File: src/logic/adc_ctrl_map.svh
// What this block does
// - Rising edge of selected trigger source sets the start/status flag by hardware.
// - Trigger inputs are rising-edge detected; a held high level never retriggers.
// - Trigger select bits 7-4 of control 2: 0000 none, 0001/0010 CCU 1/2, 1110/1111 reserved.
// - Codes 0011-1101 select timer overflows, timer matches, comparators, logic cells.
// - Timer 0/1 overflows used as trigger still set their own interrupt flags.
// - Channel select bits 6-2 of control 0 pick references, DACs, temperature, inputs 27-0.
// - Writing 1 to the start/status bit starts a conversion; reads 1 while busy.
// - Hardware clears the start/status flag when the conversion finishes.
// - Enable bit 0 of control 0 powers the converter; 0 disables it.
// - Justify bit 7 of control 1: 1 right, 0 left, zeroing six unused bits.
// - Clock select bits 6-4: divide 2/8/32/4/16/64 or internal RC for x11.
// - Bit 2 of control 1 selects negative reference: 0 ground, 1 pin.
// - Bits 1-0 of control 1: 00 supply, 10 pin, 11 fixed reference, 01 reserved.
// - Unimplemented bits of the control registers always read zero.
// - Left justified, the high result register holds result bits 9 to 2.
// - On completion clear start flag, pulse done flag, load both result registers.
// - A full conversion lasts eleven and a half conversion clock periods.
// - Clearing start flag mid-conversion aborts; unconverted bits copy the last bit.
// - Right justified, the low result register holds result bits 7 to 0.
`ifndef ADC_CTRL_MAP_SVH
`define ADC_CTRL_MAP_SVH
`define ADC_OFS_CTRL0     8'h00
`define ADC_OFS_CTRL1     8'h04
`define ADC_OFS_CTRL2     8'h08
`define ADC_OFS_RES_HIGH  8'h0c
`define ADC_OFS_RES_LOW   8'h10
`define ADC_EN_BIT        0
`define ADC_GO_BIT        1
`define ADC_CHANNEL_LSB   2
`define ADC_JUSTIFY_BIT   7
`define ADC_CLKSEL_LSB    4
`define ADC_NREF_BIT      2
`define ADC_PREF_LSB      0
`define ADC_TRIG_LSB      4
`define ADC_CTRL_RESET    8'h00
`define ADC_HALF_PERIODS  5'd23
`define ADC_FIRST_DECIDE  5'd2
`define ADC_LAST_DECIDE   5'd20
`endif

File: src/logic/adc_ctrl_pkg.sv
`default_nettype none
package adc_ctrl_pkg;
  typedef enum logic [2:0] {
    CLK_DIV2  = 3'h0,
    CLK_DIV8  = 3'h1,
    CLK_DIV32 = 3'h2,
    CLK_RC_A  = 3'h3,
    CLK_DIV4  = 3'h4,
    CLK_DIV16 = 3'h5,
    CLK_DIV64 = 3'h6,
    CLK_RC_B  = 3'h7
  } clk_sel_t;
  typedef enum logic [1:0] {
    ST_IDLE = 2'b01,
    ST_CONV = 2'b10
  } conv_state_t;
  typedef struct packed {
    logic       capture_compare_one;
    logic       capture_compare_two;
    logic       timer_zero_overflow;
    logic       timer_one_overflow;
    logic       timer_two_match;
    logic       comparator_one_synced;
    logic       comparator_two_synced;
    logic [3:0] logic_cell_output;
    logic       timer_four_match;
    logic       timer_six_match;
  } trig_sources_t;
  typedef struct packed {
    logic       converter_enable;
    logic [4:0] input_channel_select;
    logic       negative_ref_select;
    logic [1:0] positive_ref_select;
  } analog_cfg_t;
endpackage
`default_nettype wire

File: src/logic/adc_clock_divider.sv
`default_nettype none
module adc_clock_divider (
  // Clock and reset
  input  wire logic                  pclk,
  input  wire logic                  presetn,
  // Control
  input  wire logic                  run,
  input  wire adc_ctrl_pkg::clk_sel_t clock_select,
  input  wire logic                  rc_edge,
  // Half conversion clock period tick
  output logic                       half_tick
);
  import adc_ctrl_pkg::*;

  logic [4:0] count_reg;
  logic [4:0] limit;

  always_comb begin
    case (clock_select)
      CLK_DIV2:  limit = 5'h00;
      CLK_DIV4:  limit = 5'h01;
      CLK_DIV8:  limit = 5'h03;
      CLK_DIV16: limit = 5'h07;
      CLK_DIV32: limit = 5'h0f;
      CLK_DIV64: limit = 5'h1f;
      default:   limit = 5'h00;
    endcase
  end

  // Internal RC selected for both x11 codes
  wire rc_mode = clock_select[1] & clock_select[0];

  always_ff @(posedge pclk or negedge presetn) begin
    if (!presetn) begin
      count_reg <= 5'h00;
    end else if (!run || count_reg == limit) begin
      count_reg <= 5'h00;
    end else begin
      count_reg <= count_reg + 5'h01;
    end
  end

  always_ff @(posedge pclk or negedge presetn) begin
    if (!presetn) begin
      half_tick <= 1'b0;
    end else begin
      half_tick <= run & (rc_mode ? rc_edge : (count_reg == limit));
    end
  end
endmodule
`default_nettype wire

File: src/logic/adc_control_and_auto_trigger.sv
`default_nettype none
`include "adc_ctrl_map.svh"
module adc_control_and_auto_trigger (
  // Clock and reset
  input  wire logic                        pclk,
  input  wire logic                        presetn,
  // APB slave
  input  wire logic [7:0]                  paddr,
  input  wire logic                        psel,
  input  wire logic                        penable,
  input  wire logic                        pwrite,
  input  wire logic [31:0]                 pwdata,
  output logic [31:0]                      prdata,
  output logic                             pready,
  output logic                             pslverr,
  // Trigger events, internal RC clock, analog comparator code
  input  wire adc_ctrl_pkg::trig_sources_t trigger_sources,
  input  wire logic                        internal_rc_clock,
  input  wire logic [9:0]                  sampled_code,
  // Analog front end control and done event
  output adc_ctrl_pkg::analog_cfg_t        analog_config,
  output logic                             conversion_done_pulse
);
  import adc_ctrl_pkg::*;

  function automatic logic [9:0] fill_partial(input logic [9:0] sar,
                                              input logic [3:0] pos,
                                              input logic       last,
                                              input logic       any);
    logic [9:0] r;
    r = sar;
    for (int i = 0; i < 10; i++) begin
      // Once bit 0 is decided the position wraps past 9 and nothing is left to fill
      if (any && pos <= 4'h9 && i <= int'(pos)) begin
        r[i] = last;
      end
    end
    return r;
  endfunction

  function automatic logic [15:0] justify(input logic [9:0] res, input logic right);
    return right ? {6'h00, res[9:8], res[7:0]} : {res[9:2], res[1:0], 6'h00};
  endfunction

  // Control registers
  logic        enable_reg;
  logic [4:0]  channel_reg;
  logic        justify_reg;
  clk_sel_t    clksel_reg;
  logic        nref_reg;
  logic [1:0]  pref_reg;
  logic [3:0]  trig_select_reg;
  logic [7:0]  result_high_reg;
  logic [7:0]  result_low_reg;
  // Conversion engine
  conv_state_t state_reg;
  logic [4:0]  hcnt_reg;
  logic [3:0]  bitpos_reg;
  logic [9:0]  sar_reg;
  logic [9:0]  sample_reg;
  logic        last_bit_reg;
  logic        any_bit_reg;
  // Synchronisers
  logic [12:0] trig_meta_reg;
  logic [12:0] trig_sync_reg;
  logic [12:0] trig_prev_reg;
  logic [2:0]  rc_sync_reg;
  logic [9:0]  code_meta_reg;
  logic [9:0]  code_sync_reg;
  logic        half_tick;

  // Bus decode: one wait state; writes take effect when pready is high, read data is captured in the cycle before
  wire access    = psel & penable;
  wire bus_wr    = access & pready & pwrite;
  wire wr_ctrl0  = bus_wr && paddr == `ADC_OFS_CTRL0;
  wire wr_ctrl1  = bus_wr && paddr == `ADC_OFS_CTRL1;
  wire wr_ctrl2  = bus_wr && paddr == `ADC_OFS_CTRL2;
  wire wr_rhigh  = bus_wr && paddr == `ADC_OFS_RES_HIGH;
  wire wr_rlow   = bus_wr && paddr == `ADC_OFS_RES_LOW;
  wire go_wdata  = pwdata[`ADC_GO_BIT];
  wire en_wdata  = pwdata[`ADC_EN_BIT];
  wire busy      = state_reg == ST_CONV;
  wire mapped    = paddr == `ADC_OFS_CTRL0 || paddr == `ADC_OFS_CTRL1 ||
                   paddr == `ADC_OFS_CTRL2 || paddr == `ADC_OFS_RES_HIGH ||
                   paddr == `ADC_OFS_RES_LOW;

  // Trigger edge detection per source, then selection
  wire [12:0] trig_rise = trig_sync_reg & ~trig_prev_reg;
  logic       trig_sel_rise;

  always_comb begin
    case (trig_select_reg)
      4'h1:    trig_sel_rise = trig_rise[12];
      4'h2:    trig_sel_rise = trig_rise[11];
      4'h3:    trig_sel_rise = trig_rise[10];
      4'h4:    trig_sel_rise = trig_rise[9];
      4'h5:    trig_sel_rise = trig_rise[8];
      4'h6:    trig_sel_rise = trig_rise[7];
      4'h7:    trig_sel_rise = trig_rise[6];
      4'h8:    trig_sel_rise = trig_rise[2];
      4'h9:    trig_sel_rise = trig_rise[3];
      4'ha:    trig_sel_rise = trig_rise[4];
      4'hb:    trig_sel_rise = trig_rise[5];
      4'hc:    trig_sel_rise = trig_rise[1];
      4'hd:    trig_sel_rise = trig_rise[0];
      default: trig_sel_rise = 1'b0;
    endcase
  end

  wire finish    = busy && half_tick && hcnt_reg == `ADC_HALF_PERIODS - 5'd1;
  wire sw_start  = wr_ctrl0 && go_wdata && enable_reg && en_wdata;
  wire trig_fire = trig_sel_rise && enable_reg && !busy;
  wire sw_abort  = busy && wr_ctrl0 && !go_wdata;
  wire kill      = busy && wr_ctrl0 && !en_wdata;
  // A software start in the finishing cycle wins over the hardware clear
  wire start     = (sw_start && (!busy || finish)) || trig_fire;
  wire decide    = busy && half_tick && !hcnt_reg[0] &&
                   hcnt_reg >= `ADC_FIRST_DECIDE && hcnt_reg <= `ADC_LAST_DECIDE;
  wire [9:0] cand = sar_reg | (10'h001 << bitpos_reg);

  // Input synchronisers; the first stage feeds only the second
  always_ff @(posedge pclk or negedge presetn) begin
    if (!presetn) begin
      trig_meta_reg <= 13'h0000;
      trig_sync_reg <= 13'h0000;
      trig_prev_reg <= 13'h0000;
      rc_sync_reg   <= 3'h0;
      code_meta_reg <= 10'h000;
      code_sync_reg <= 10'h000;
    end else begin
      trig_meta_reg <= trigger_sources;
      trig_sync_reg <= trig_meta_reg;
      trig_prev_reg <= trig_sync_reg;
      rc_sync_reg   <= {rc_sync_reg[1:0], internal_rc_clock};
      code_meta_reg <= sampled_code;
      code_sync_reg <= code_meta_reg;
    end
  end

  adc_clock_divider u_divider (
    .pclk         (pclk),
    .presetn      (presetn),
    .run          (busy),
    .clock_select (clksel_reg),
    .rc_edge      (rc_sync_reg[2] ^ rc_sync_reg[1]),
    .half_tick    (half_tick)
  );

  // Control register writes
  always_ff @(posedge pclk or negedge presetn) begin
    if (!presetn) begin
      enable_reg  <= 1'b0;
      channel_reg <= 5'h00;
    end else if (wr_ctrl0) begin
      enable_reg  <= en_wdata;
      channel_reg <= pwdata[`ADC_CHANNEL_LSB +: 5];
    end
  end

  always_ff @(posedge pclk or negedge presetn) begin
    if (!presetn) begin
      justify_reg <= 1'b0;
      clksel_reg  <= CLK_DIV2;
      nref_reg    <= 1'b0;
      pref_reg    <= 2'h0;
    end else if (wr_ctrl1) begin
      justify_reg <= pwdata[`ADC_JUSTIFY_BIT];
      clksel_reg  <= clk_sel_t'(pwdata[`ADC_CLKSEL_LSB +: 3]);
      nref_reg    <= pwdata[`ADC_NREF_BIT];
      pref_reg    <= pwdata[`ADC_PREF_LSB +: 2];
    end
  end

  always_ff @(posedge pclk or negedge presetn) begin
    if (!presetn) begin
      trig_select_reg <= 4'h0;
    end else if (wr_ctrl2) begin
      trig_select_reg <= pwdata[`ADC_TRIG_LSB +: 4];
    end
  end

  // Conversion sequencing
  always_ff @(posedge pclk or negedge presetn) begin
    if (!presetn) begin
      state_reg <= ST_IDLE;
    end else begin
      case (state_reg)
        ST_IDLE: begin
          if (start) begin
            state_reg <= ST_CONV;
          end
        end
        ST_CONV: begin
          if (kill || sw_abort || (finish && !start)) begin
            state_reg <= ST_IDLE;
          end
        end
        default: state_reg <= ST_IDLE;
      endcase
    end
  end

  // Successive approximation, one decision per conversion clock period
  always_ff @(posedge pclk or negedge presetn) begin
    if (!presetn) begin
      hcnt_reg     <= 5'h00;
      bitpos_reg   <= 4'h9;
      sar_reg      <= 10'h000;
      sample_reg   <= 10'h000;
      last_bit_reg <= 1'b0;
      any_bit_reg  <= 1'b0;
    end else if (start) begin
      hcnt_reg     <= 5'h00;
      bitpos_reg   <= 4'h9;
      sar_reg      <= 10'h000;
      sample_reg   <= code_sync_reg;
      last_bit_reg <= 1'b0;
      any_bit_reg  <= 1'b0;
    end else if (busy && half_tick) begin
      hcnt_reg <= hcnt_reg + 5'h01;
      if (decide) begin
        bitpos_reg   <= bitpos_reg - 4'h1;
        last_bit_reg <= cand <= sample_reg;
        any_bit_reg  <= 1'b1;
        if (cand <= sample_reg) begin
          sar_reg <= cand;
        end
      end
    end
  end

  // Result registers: a hardware load beats a software write
  always_ff @(posedge pclk or negedge presetn) begin
    if (!presetn) begin
      result_high_reg <= 8'h00;
      result_low_reg  <= 8'h00;
    end else if (finish) begin
      {result_high_reg, result_low_reg} <= justify(sar_reg, justify_reg);
    end else if (sw_abort) begin
      {result_high_reg, result_low_reg} <=
        justify(fill_partial(sar_reg, bitpos_reg, last_bit_reg, any_bit_reg),
                justify_reg);
    end else begin
      if (wr_rhigh) begin
        result_high_reg <= pwdata[7:0];
      end
      if (wr_rlow) begin
        result_low_reg <= pwdata[7:0];
      end
    end
  end

  always_ff @(posedge pclk or negedge presetn) begin
    if (!presetn) begin
      conversion_done_pulse <= 1'b0;
    end else begin
      conversion_done_pulse <= finish;
    end
  end

  always_ff @(posedge pclk or negedge presetn) begin
    if (!presetn) begin
      analog_config <= '0;
    end else begin
      analog_config <= {enable_reg, channel_reg, nref_reg, pref_reg};
    end
  end

  // APB answer
  always_ff @(posedge pclk or negedge presetn) begin
    if (!presetn) begin
      pready  <= 1'b0;
      pslverr <= 1'b0;
      prdata  <= 32'h0000_0000;
    end else begin
      pready  <= access & ~pready;
      pslverr <= access & ~pready & ~mapped;
      if (access && !pready && !pwrite) begin
        case (paddr)
          `ADC_OFS_CTRL0:    prdata <= {24'h0, 1'b0, channel_reg, busy, enable_reg};
          `ADC_OFS_CTRL1:    prdata <= {24'h0, justify_reg, clksel_reg, 1'b0,
                                        nref_reg, pref_reg};
          `ADC_OFS_CTRL2:    prdata <= {24'h0, trig_select_reg, 4'h0};
          `ADC_OFS_RES_HIGH: prdata <= {24'h0, result_high_reg};
          `ADC_OFS_RES_LOW:  prdata <= {24'h0, result_low_reg};
          default:           prdata <= 32'h0000_0000;
        endcase
      end
    end
  end
endmodule
`default_nettype wire

File: config.mk
export PLATFORM = sky130hd
export DESIGN_NAME = adc_control_and_auto_trigger
export DESIGN_NICKNAME = d
export VERILOG_FILES = /design/src/logic/adc_ctrl_pkg.sv /design/src/logic/adc_clock_divider.sv /design/src/logic/adc_control_and_auto_trigger.sv
export VERILOG_INCLUDE_DIRS = /design/src /design/src/logic
export SDC_FILE = /design/constraint.sdc
export NUM_CORES = 1
export LEC_CHECK = 0
export BUFFER_PORTS_ARGS = -buffer_cell sky130_fd_sc_hd__buf_4
export CAP_MARGIN = 20
export CORE_MARGIN = 4
export CORE_UTILIZATION = 40
export CTS_CLUSTER_DIAMETER = 30
export DETAILED_ROUTE_END_ITERATION = 8
export PLACE_DENSITY = 0.62
export SYNTH_ARGS = -nofsm -noshare
export SYNTH_HDL_FRONTEND = slang
export SYNTH_HIERARCHICAL = 1
export SYNTH_SLANG_ARGS = --single-unit
File: constraint.sdc
create_clock -name pclk -period 4 [get_ports pclk]
set_input_delay 0.2 -clock pclk [delete_from_list [all_inputs] [get_ports pclk]]
set_output_delay 0.2 -clock pclk [all_outputs]
set_load 0.05 [all_outputs]
== Word level (Yosys, flattened, before mapping) ==
Index checks and enable logic that the tools add are counted.

* Bits in registers: 178
* Output and inout bits: 44
* Word-level logic and storage cells: 188

* $add $sub $neg: 3
* Order comparisons: 13
* Eq/ne operators: 28
* Shift operators: 1
* Muxes and demuxes: 41
* Bitwise operators: 13
* Reduce and logical (&&, ||, !) cells: 57

{| class="wikitable"
|+ Operator list
! kind !! count
|-
| $mux 8 || 6
|-
| $mux 10 || 4
|-
| $pmux 8 s5 || 1
|-
| $logic_and 1x1->1 || 32
|-
| $mux 16 || 2
|-
| $pmux 5 s5 || 1
|-
| $eq 4x4->1 const B || 6
|-
| $mux 1 || 17
|-
| $eq 4x3->1 const B || 4
|-
| $eq 8x4->1 const B || 2
|-
| $le 3x4->1 const A || 4
|-
| $mux 5 || 3
|-
| $and 13x13->13 || 1
|-
| $not 13->13 || 1
|-
| $pmux 1 s13 || 1
|-
| $mux 4 || 3
|-
| $add 5x1->5 const B || 2
|-
| $le 10x10->1 || 1
|-
| $or 10x10->10 || 1
|-
| $shl 1x4->10 const A || 1
|-
| $eq 3x3->1 const B || 3
|-
| $logic_or 1x1->1 || 9
|-
| $eq 4x2->1 const B || 2
|-
| $eq 8x3->1 const B || 1
|-
| other kinds (28) || 48
|}

== Longest topological paths before layout ==
Gate-level depths: netlist of the first run.

* Depth in word-level cells: 14
* Gate-level depth with buffers: 11
* Mapped depth without buffers: 10

== Hierarchy ==
The synthesis of the first run kept the hierarchy.

{| class="wikitable"
|+ By module, submodules not included
! module !! instances !! cells an instance !! area each (um^2) !! seq. area each (um^2)
|-
| adc_control_and_auto_trigger || 1 || 599 || 6697.7 || 3707.3
|-
| adc_clock_divider || 1 || 46 || 417.9 || 150.1
|}

== Least setup slack after synthesis of the first run ==
OpenSTA, ideal clock, no wires.

* Kind: reg-to-reg
* From: register bitpos_reg[3]
* To: register sar_reg[0]
* Setup time: 73 ps
* Arrival: 2331 ps
* Path slack: 1596 ps
* Cell stages (with the launch flop): 12
* Buffers on the path: 2
* Clock period less this slack: 2404 ps
* Cell sequence: dfstp_2 -> buf_2 -> nor2_1 -> a21o_1 -> ha_1 -> nor2b_1 -> o211ai_1 -> a21oi_1 -> o21ai_0 -> clkbuf_1 -> a41oi_1 -> nor2_1

* Word-level cells in the longest chain between the ends: 6

{| class="wikitable"
|+ RTL lines
! item !! line !! text
|-
| start, declared || adc_control_and_auto_trigger.sv:58 || <nowiki>logic [3:0] bitpos_reg;</nowiki>
|-
| start signal, assigned || adc_control_and_auto_trigger.sv:222 || <nowiki>bitpos_reg <= bitpos_reg - 4'h1;</nowiki>
|-
| $shl 1x4->10 (*) || adc_control_and_auto_trigger.sv:119 || <nowiki>wire [9:0] cand = sar_reg | (10'h001 << bitpos_reg);</nowiki>
|-
| $or 10x10->10 (*) || adc_control_and_auto_trigger.sv:119 ||
|-
| parallel branches: the longest is 4 deep, another holds $le 10x10->1 || - ||
|-
| end signal, assigned || adc_control_and_auto_trigger.sv:226 || <nowiki>sar_reg <= cand;</nowiki>
|-
| end, declared || adc_control_and_auto_trigger.sv:59 || <nowiki>logic [9:0] sar_reg;</nowiki>
|}

Mark *: on every way between the ends. The select of a mux whose other input is x is not followed.
A chain may end at the register's enable or synchronous reset.

== Final worst setup path of the first run ==
* From: register hcnt_reg[0]
* To: register result_low_reg[6]

* Word-level cells in the longest chain between the ends: 3

{| class="wikitable"
|+ RTL lines
! item !! line !! text
|-
| start, declared || adc_control_and_auto_trigger.sv:57 || <nowiki>logic [4:0] hcnt_reg;</nowiki>
|-
| start signal, assigned || adc_control_and_auto_trigger.sv:220 || <nowiki>hcnt_reg <= hcnt_reg + 5'h01;</nowiki>
|-
| $eq 5x5->1 (*) || adc_control_and_auto_trigger.sv:110 || <nowiki>wire finish = busy && half_tick && hcnt_reg == `ADC_HALF_PERIODS - 5'd1;</nowiki>
|-
| $logic_and 1x1->1 (*) || adc_control_and_auto_trigger.sv:110 ||
|-
| $reduce_bool 3->1 (no source line) / $mux 8 (equally long branches) || - ||
|-
| end signal, assigned || adc_control_and_auto_trigger.sv:238 || <nowiki>{result_high_reg, result_low_reg} <= justify(sar_reg, justify_reg);</nowiki>
|-
| end signal, assigned || adc_control_and_auto_trigger.sv:240 || <nowiki>{result_high_reg, result_low_reg} <=</nowiki>
|-
| end signal, assigned || adc_control_and_auto_trigger.sv:248 || <nowiki>result_low_reg <= pwdata[7:0];</nowiki>
|-
| end, declared || adc_control_and_auto_trigger.sv:54 || <nowiki>logic [7:0] result_low_reg;</nowiki>
|}

Mark *: on every way between the ends. The rest lies on a longest branch, timed or not.

==> reports/qor.yml, run 1 <==
netlist_area_um2: 7120
start_util_pct: 41.0
routedWlPerCell_um: 16.8
drt_wl_total_um: 16200
p_leak_nw: 3.93
period_needed_ns: 2.68
min_path_cells: 3
fin_setup_tns_ns: 0
synth_edf_count: 0
synthAdderAreaFrac_pct: 3.34
p_total_mw: 4.39
gr-total-overflow: 0
ioPinCount: 113
rows: 48
internal-power_mw: 3.14
viasPerCell: 5.29
ys_types: 70
drt_iter0_drc: 336
synth-xor-area-share_pct: 1.48
swShare_pct: 28.5
maxCapViolations: 0
htreeDepth: 4
finalNonFillerCells: 965
yosys.area.top_type: "dfrtp_1"
diodes: 0
die_area_um2: 20000
clockBufferDepth: 2
slew_headroom_pct: 43.1
synth_compound_area_share_pct: 14.9
p_sw_mw: 1.25
layout.nets: 816
num_vias: 5108
final_max_slew_viol_count: 0
power_density_nw_per_um2: 512
gp_congestion: 0.882
reg2reg_slack_ns: 1.32
grt_pass1_wl_um: 26700
ys_seq_area_share_pct: 54.2
grt_pass1_vias: 5130
synthCells: 645
path_clk_slew_ns: 0.06
r2r-start: "hcnt_reg[0]"
yosys.area_share.simple_pct: 13.7
synth_top_family_by_area: "compound AO/OA/AOI/OAI gates"
crit_type: "flip-flop to flip-flop"
fp.coreArea_um2: 17400
finalCritPeriodShare_pct: 67.0
combPwrFrac_pct: 18.6
synthArstFlopShare_pct: 100
ys_warn_count: 6
r2r_cells: 9
yosys-top-cells-area: "dfrtp_1, mux2_2, ha_1"
drcViolationCount: 0
synthTopCellsByCount: "dfrtp_1, nor2_1, o21ai_0"
hold_path.class: "input port to flip-flop"
first_pass_iters: 5
setup_ws_ns: 1.32
finClkSkew_ns: 0.00582
antenna_found_initial: 0
drive_gt1_share_pct: 19.5
status: "completed"
die_w_um: 141
final_util_pct: 49.4
hold_viol: 0
clk_latency_ns: 0.42
hold_end: "trig_select_reg[3]"
track_usage_pct: 16.8
area_growth_pct: 20.5
ys_seq_elements: 154
cts-root-buf: "clkbuf_16"
crit_path_start_kind: "flip-flop"
cp_max_fo: 16
grt_max_degree: 82
die_h_um: 141
dp_hpwl_um: 11300
post_cts_buffers: 0
clockPowerShare_pct: 39.7
ir_worst_vdd_mv: 0.343
synthMuxAreaShare_pct: 6.47
r2r-end: "result_low_reg[6]"
place_ws_ns: 1.38
ant_nets: 0
syn_area_per_cell_um2: 11.0
cts_buffers: 17
cts_tree: "done"
cp.required_ns: 4.35
synth_top_area_share_pct: 53.1
tightest_slew_ns: 0.854
io_buffers: 64
fmax_mhz: 373
place_inst: 909
worstHoldStart: "pwdata[7]"
rsz0062_at_grt: "no"
yosysMostFrequentCell: "dfrtp_1"
end_kind: "flip-flop"
finalSetupViolCount: 0
p_seq_share_pct: 41.7
cts.sinks: 154
synthFlopType: "dfrtp_1"
crit_arrival_ns: 3.03
worst max-delay path by stage:
stage | startpoint | end | slack [ns]
2_1_floorplan | bitpos_reg[3] | sar_reg[0] | 1.60
3_3_place_gp | paddr[1] | sample_reg[0] | 1.40
3_5_place_dp | hcnt_reg[0] | result_low_reg[6] | 1.38
4_1_cts | hcnt_reg[0] | result_low_reg[6] | 1.35
5_1_grt | hcnt_reg[0] | result_low_reg[6] | 1.08
6_report | hcnt_reg[0] | result_low_reg[6] | 1.32
critical path, cell delays in order (launching register included):
cell,delay [ns]
dfrtp_1,0.43
inv_1,0.09
ha_1,0.22
nand2_1,0.09
or4_1,0.46
clkinv_2,0.36
nor2_4,0.29
nand2_1,0.26
and3_1,0.27
a21oi_1,0.13
per-stage QoR:
step                hold slack [ns]  cell area, um2
CTS                          0.0252            8570
global route                 0.0267            8570
finish                       0.0358            8570
global placement              0.284            7680
floorplan                   -0.0956            7200
detailed placement            0.291            7680
layer usage:
layer	global-route usage, %	up-vias	wire, um
met1	22.3	2494	7180
met2	26.3	140	7620
met5	0	-	0
met4	6.52	0	468
li1	-	2446	-
met3	4.72	28	900
what timing repair did:
action / CTS / global route
endpoints found under the setup margin: 0 / 0
hold buffers: 25 / 0
hold endpoints to repair: 101 / 0
gates resized for setup: 0 / 0
power by group through the flow:
stage | combinational [mW] | sequential (mW) | clock (mW)
after detailed placement | 0.791 | 1.85 | 0
after global placement | 0.773 | 1.84 | 0
after floorplan | 0.615 | 1.79 | 0
after CTS | 0.818 | 1.83 | 1.78
after global routing | 0.913 | 1.85 | 1.85
final | 0.815 | 1.83 | 1.74
cell usage in the layout, fill, tap and decap left out, drive strengths merged, types with 5 or more instances in the layout:
master / n
a31oi: 5
bufinv: 5
a32oi: 5
nor3: 10
a21oi: 31
or4: 5
a211oi: 6
clkbuf: 19
a21o: 10
nor2: 51
a22oi: 10
nand3: 12
o21a: 8
ha: 19
nand4: 7
dlygate4sd3: 25
and3: 6
o21ai: 45
nand2b: 8
nor2b: 6
mux2: 32
inv: 22
clkinvlp: 5
buf: 69
xnor2: 6
nor3b: 5
conb: 24
dfrtp: 151
mux2i: 10
o22ai: 9
xor2: 6
nand2: 40
a41oi: 10
final cells by class:
type                       count  area, um2
multi-input combinational    438       2930
timing repair buffer          94        772
inverter                      23       87.6
fill                        1566       8780
sequential                   154       3860
tap                          225        282
clock buffer                  19        443
clock inverter                12        198
kinds of logic (layout without fill, tap and decap cells):
kind of cell             Yosys count  after routing
AO/OA/AOI/OAI                    161            161
multiplexers                      42             42
other                              1             24
XOR/XNOR                          12             12
buffers and inverters             76            148
flip-flops                       154            154
adder cells (fa/ha/maj)           19             19
AND/OR/NAND/NOR                  180            180
Note: power is estimated with default switching activity, not from simulation.
==> run 2, diff against run 1 <==
--- a/config.mk
+++ b/config.mk
@@ -12,7 +12,7 @@
 export CORE_UTILIZATION = 40
 export CTS_CLUSTER_DIAMETER = 30
 export DETAILED_ROUTE_END_ITERATION = 8
-export PLACE_DENSITY = 0.62
+export PLACE_DENSITY = 0.64
 export SYNTH_ARGS = -nofsm -noshare
 export SYNTH_HDL_FRONTEND = slang
 export SYNTH_HIERARCHICAL = 1
==> constraint.sdc (replaced) <==
create_clock -name pclk -period 2.41 [get_ports pclk]
set_input_delay 0.1205 -clock pclk [delete_from_list [all_inputs] [get_ports pclk]]
set_output_delay 0.1205 -clock pclk [all_outputs]
set_load 0.05 [all_outputs]
==> reports/qor.yml, run 2 (synthesis results as in run 1) <==
ir_worst_vdd_mv: 0.611  # was 0.343 mV
finalSetupViolCount: 0  # unchanged
final_cell_mix: "dfrtp_1, buf_4, nor2_1"  # unchanged
antenna_found_initial: 0  # unchanged
drcViolationCount: 0  # unchanged
fmax_mhz: 432  # was 373 MHz
drt_iter0_drc: 465  # was 336
reg2reg_slack_ns: 0.1  # was 1.32 ns
drt_wl_total_um: 16700  # was 16200 um
crit_path_start_kind: "flip-flop"  # unchanged
slew_headroom_pct: 45.1  # was 43.1%
p_seq_share_pct: 39.4  # was 41.7%
maxCapViolations: 0  # unchanged
dp_hpwl_um: 11600  # was 11300 um
status: "completed"  # unchanged
worstHoldStart: "pwrite"  # was pwdata[7]
gp_congestion: 0.849  # was 0.882
area_growth_pct: 26.9  # was 20.5%
crit_path_start: "bitpos_reg[0]"  # was hcnt_reg[0]
r2r-start: "bitpos_reg[0]"  # was hcnt_reg[0]
grt_max_degree: 155  # was 82
clockBufferDepth: 2  # unchanged
r2r_cells: 11  # was 9
htreeDepth: 4  # unchanged
layout.nets: 857  # was 816
crit_type: "flip-flop to flip-flop"  # unchanged
min_path_cells: 4  # was 3
power_density_nw_per_um2: 848  # was 512 nW/um2
r2r-end: "sar_reg[4]"  # was result_low_reg[6]
cp_max_fo: 5  # was 16
grt_pass1_vias: 5338  # was 5130
cts_buffers: 17  # unchanged
period_needed_ns: 2.31  # was 2.68 ns
setup_ws_ns: 0.0978  # was 1.32 ns
fin_area_um2: 9030  # was 8570 um2
cts-root-buf: "clkbuf_16"  # unchanged
crit_arrival_ns: 2.63  # was 3.03 ns
clockPowerShare_pct: 38.0  # was 39.7%
tightest_slew_ns: 0.823  # was 0.854 ns
dpl-instance-area_um2: 7920  # was 7680 um2
final_max_slew_viol_count: 0  # unchanged
finClkSkew_ns: 0.00769  # was 0.00582 ns
routedWlPerCell_um: 16.6  # was 16.8 um
num_vias: 5381  # was 5108
hold_viol: 0  # unchanged
die_w_um: 141  # unchanged
internal-power_mw: 5.33  # was 3.14 mW
final_common_cell: "dfrtp_1"  # unchanged
die_h_um: 141  # unchanged
hold_end: "prdata[0]"  # was trig_select_reg[3]
cts_tree: "done"  # unchanged
drive_gt1_share_pct: 24.8  # was 19.5%
diodes: 0  # unchanged
hold_path.class: "input port to flip-flop"  # unchanged
die_area_um2: 20000  # unchanged
place_ws_ns: 0.0363  # was 1.38 ns
first_pass_iters: 5  # unchanged
end_kind: "flip-flop"  # unchanged
final_util_pct: 52.0  # was 49.4%
cts.sinks: 154  # unchanged
grt_pass1_wl_um: 27700  # was 26700 um
p_total_mw: 7.66  # was 4.39 mW
p_sw_mw: 2.32  # was 1.25 mW
combPwrFrac_pct: 22.6  # was 18.6%
track_usage_pct: 17.4  # was 16.8%
fin_setup_tns_ns: 0  # unchanged
p_leak_nw: 4.15  # was 3.93 nW
io_buffers: 64  # unchanged
swShare_pct: 30.3  # was 28.5%
rows: 48  # unchanged
rsz0062_at_grt: "yes"  # was no
cp.required_ns: 2.73  # was 4.35 ns
start_util_pct: 41.0  # unchanged
finalCritPeriodShare_pct: 95.9  # was 67.0%
gr-total-overflow: 0  # unchanged
path_clk_slew_ns: 0.07  # was 0.06 ns
ant_nets: 0  # unchanged
viasPerCell: 5.34  # was 5.29
ioPinCount: 113  # unchanged
fp.coreArea_um2: 17400  # unchanged
clk_latency_ns: 0.43  # was 0.42 ns
run 2: cell types whose count changed in the layout (fill, tap and decap cells not counted), sizes merged:
cell / previous run / this run
buf: 69 / 100
clkinvlp: 5 / 1
dlygate4sd3: 25 / 35
clkinv: 3 / 5
inv: 22 / 27
bufinv: 5 / 4
clkbuf: 19 / 18
run 2: metal layers:
layer  up-vias  part of all wire [%]  GRT usage (%)
met4         0                   2.5           7.12
met3        34                   6.6           4.58
met2       179                    47           27.5
met5         -                     0              0
met1      2644                    44           22.7
li1       2524                     -              -
run 2: worst max path at each step:
stage	end	cells past startpoint	slack, ns
2_1_floorplan	sar_reg[0]	11	0.006
3_3_place_gp	sar_reg[0]	11	0.11
3_5_place_dp	sar_reg[1]	11	0.04
4_1_cts	sar_reg[1]	11	0.03
5_1_grt	sar_reg[4]	10	-0.04
6_report	sar_reg[4]	11	0.1
run 2: cell type report:
cell class              count  area [um2]
inverters                  23        90.1
fillers                  1490        8330
well taps                 225         282
clock inverters            14         209
clock buffers              18         439
flip-flops and latches    154        3860
repair buffers            135        1130
multi-input cells         438        3020
run 2: stage by stage:
step	hold slack, ns	std cells
3_3_place_gp	0.230	937
4_1_cts	0.00229	1002
5_1_grt	0.324	1007
2_1_floorplan	-0.175	668
3_5_place_dp	0.231	937
6_report	0.281	1007
run 2: repair_timing:
action | in CTS | in global routing
endpoints found under the hold margin | 186 | 3
setup buffers | 0 | 2
resized for setup | 0 | 25
hold buffers | 33 | 2
endpoints found under the setup margin | 0 | 16
run 2: power by group through the flow:
| stage | Clock (mW) | Combinational (mW) | Sequential, mW |
|---|---|---|---|
| 2_1_floorplan | 0 | 1.02 | 2.97 |
| 3_3_place_gp | 0 | 1.43 | 3.02 |
| 3_5_place_dp | 0 | 1.48 | 3.04 |
| 4_1_cts | 2.98 | 1.53 | 2.99 |
| 5_1_grt | 3.09 | 1.91 | 3.05 |
| 6_report | 2.91 | 1.73 | 3.02 |
run 2: worst max-delay path, stage by stage, from the launching register on:
cell and delay [ns]:
dfstp_2 0.62, inv_4 0.07, ha_4 0.17, a21o_1 0.16, ha_1 0.29, nand4_1 0.10, nor2_1 0.06, a31oi_1 0.14
o21ai_1 0.10, buf_2 0.17, a41oi_1 0.24, nor2_1 0.07
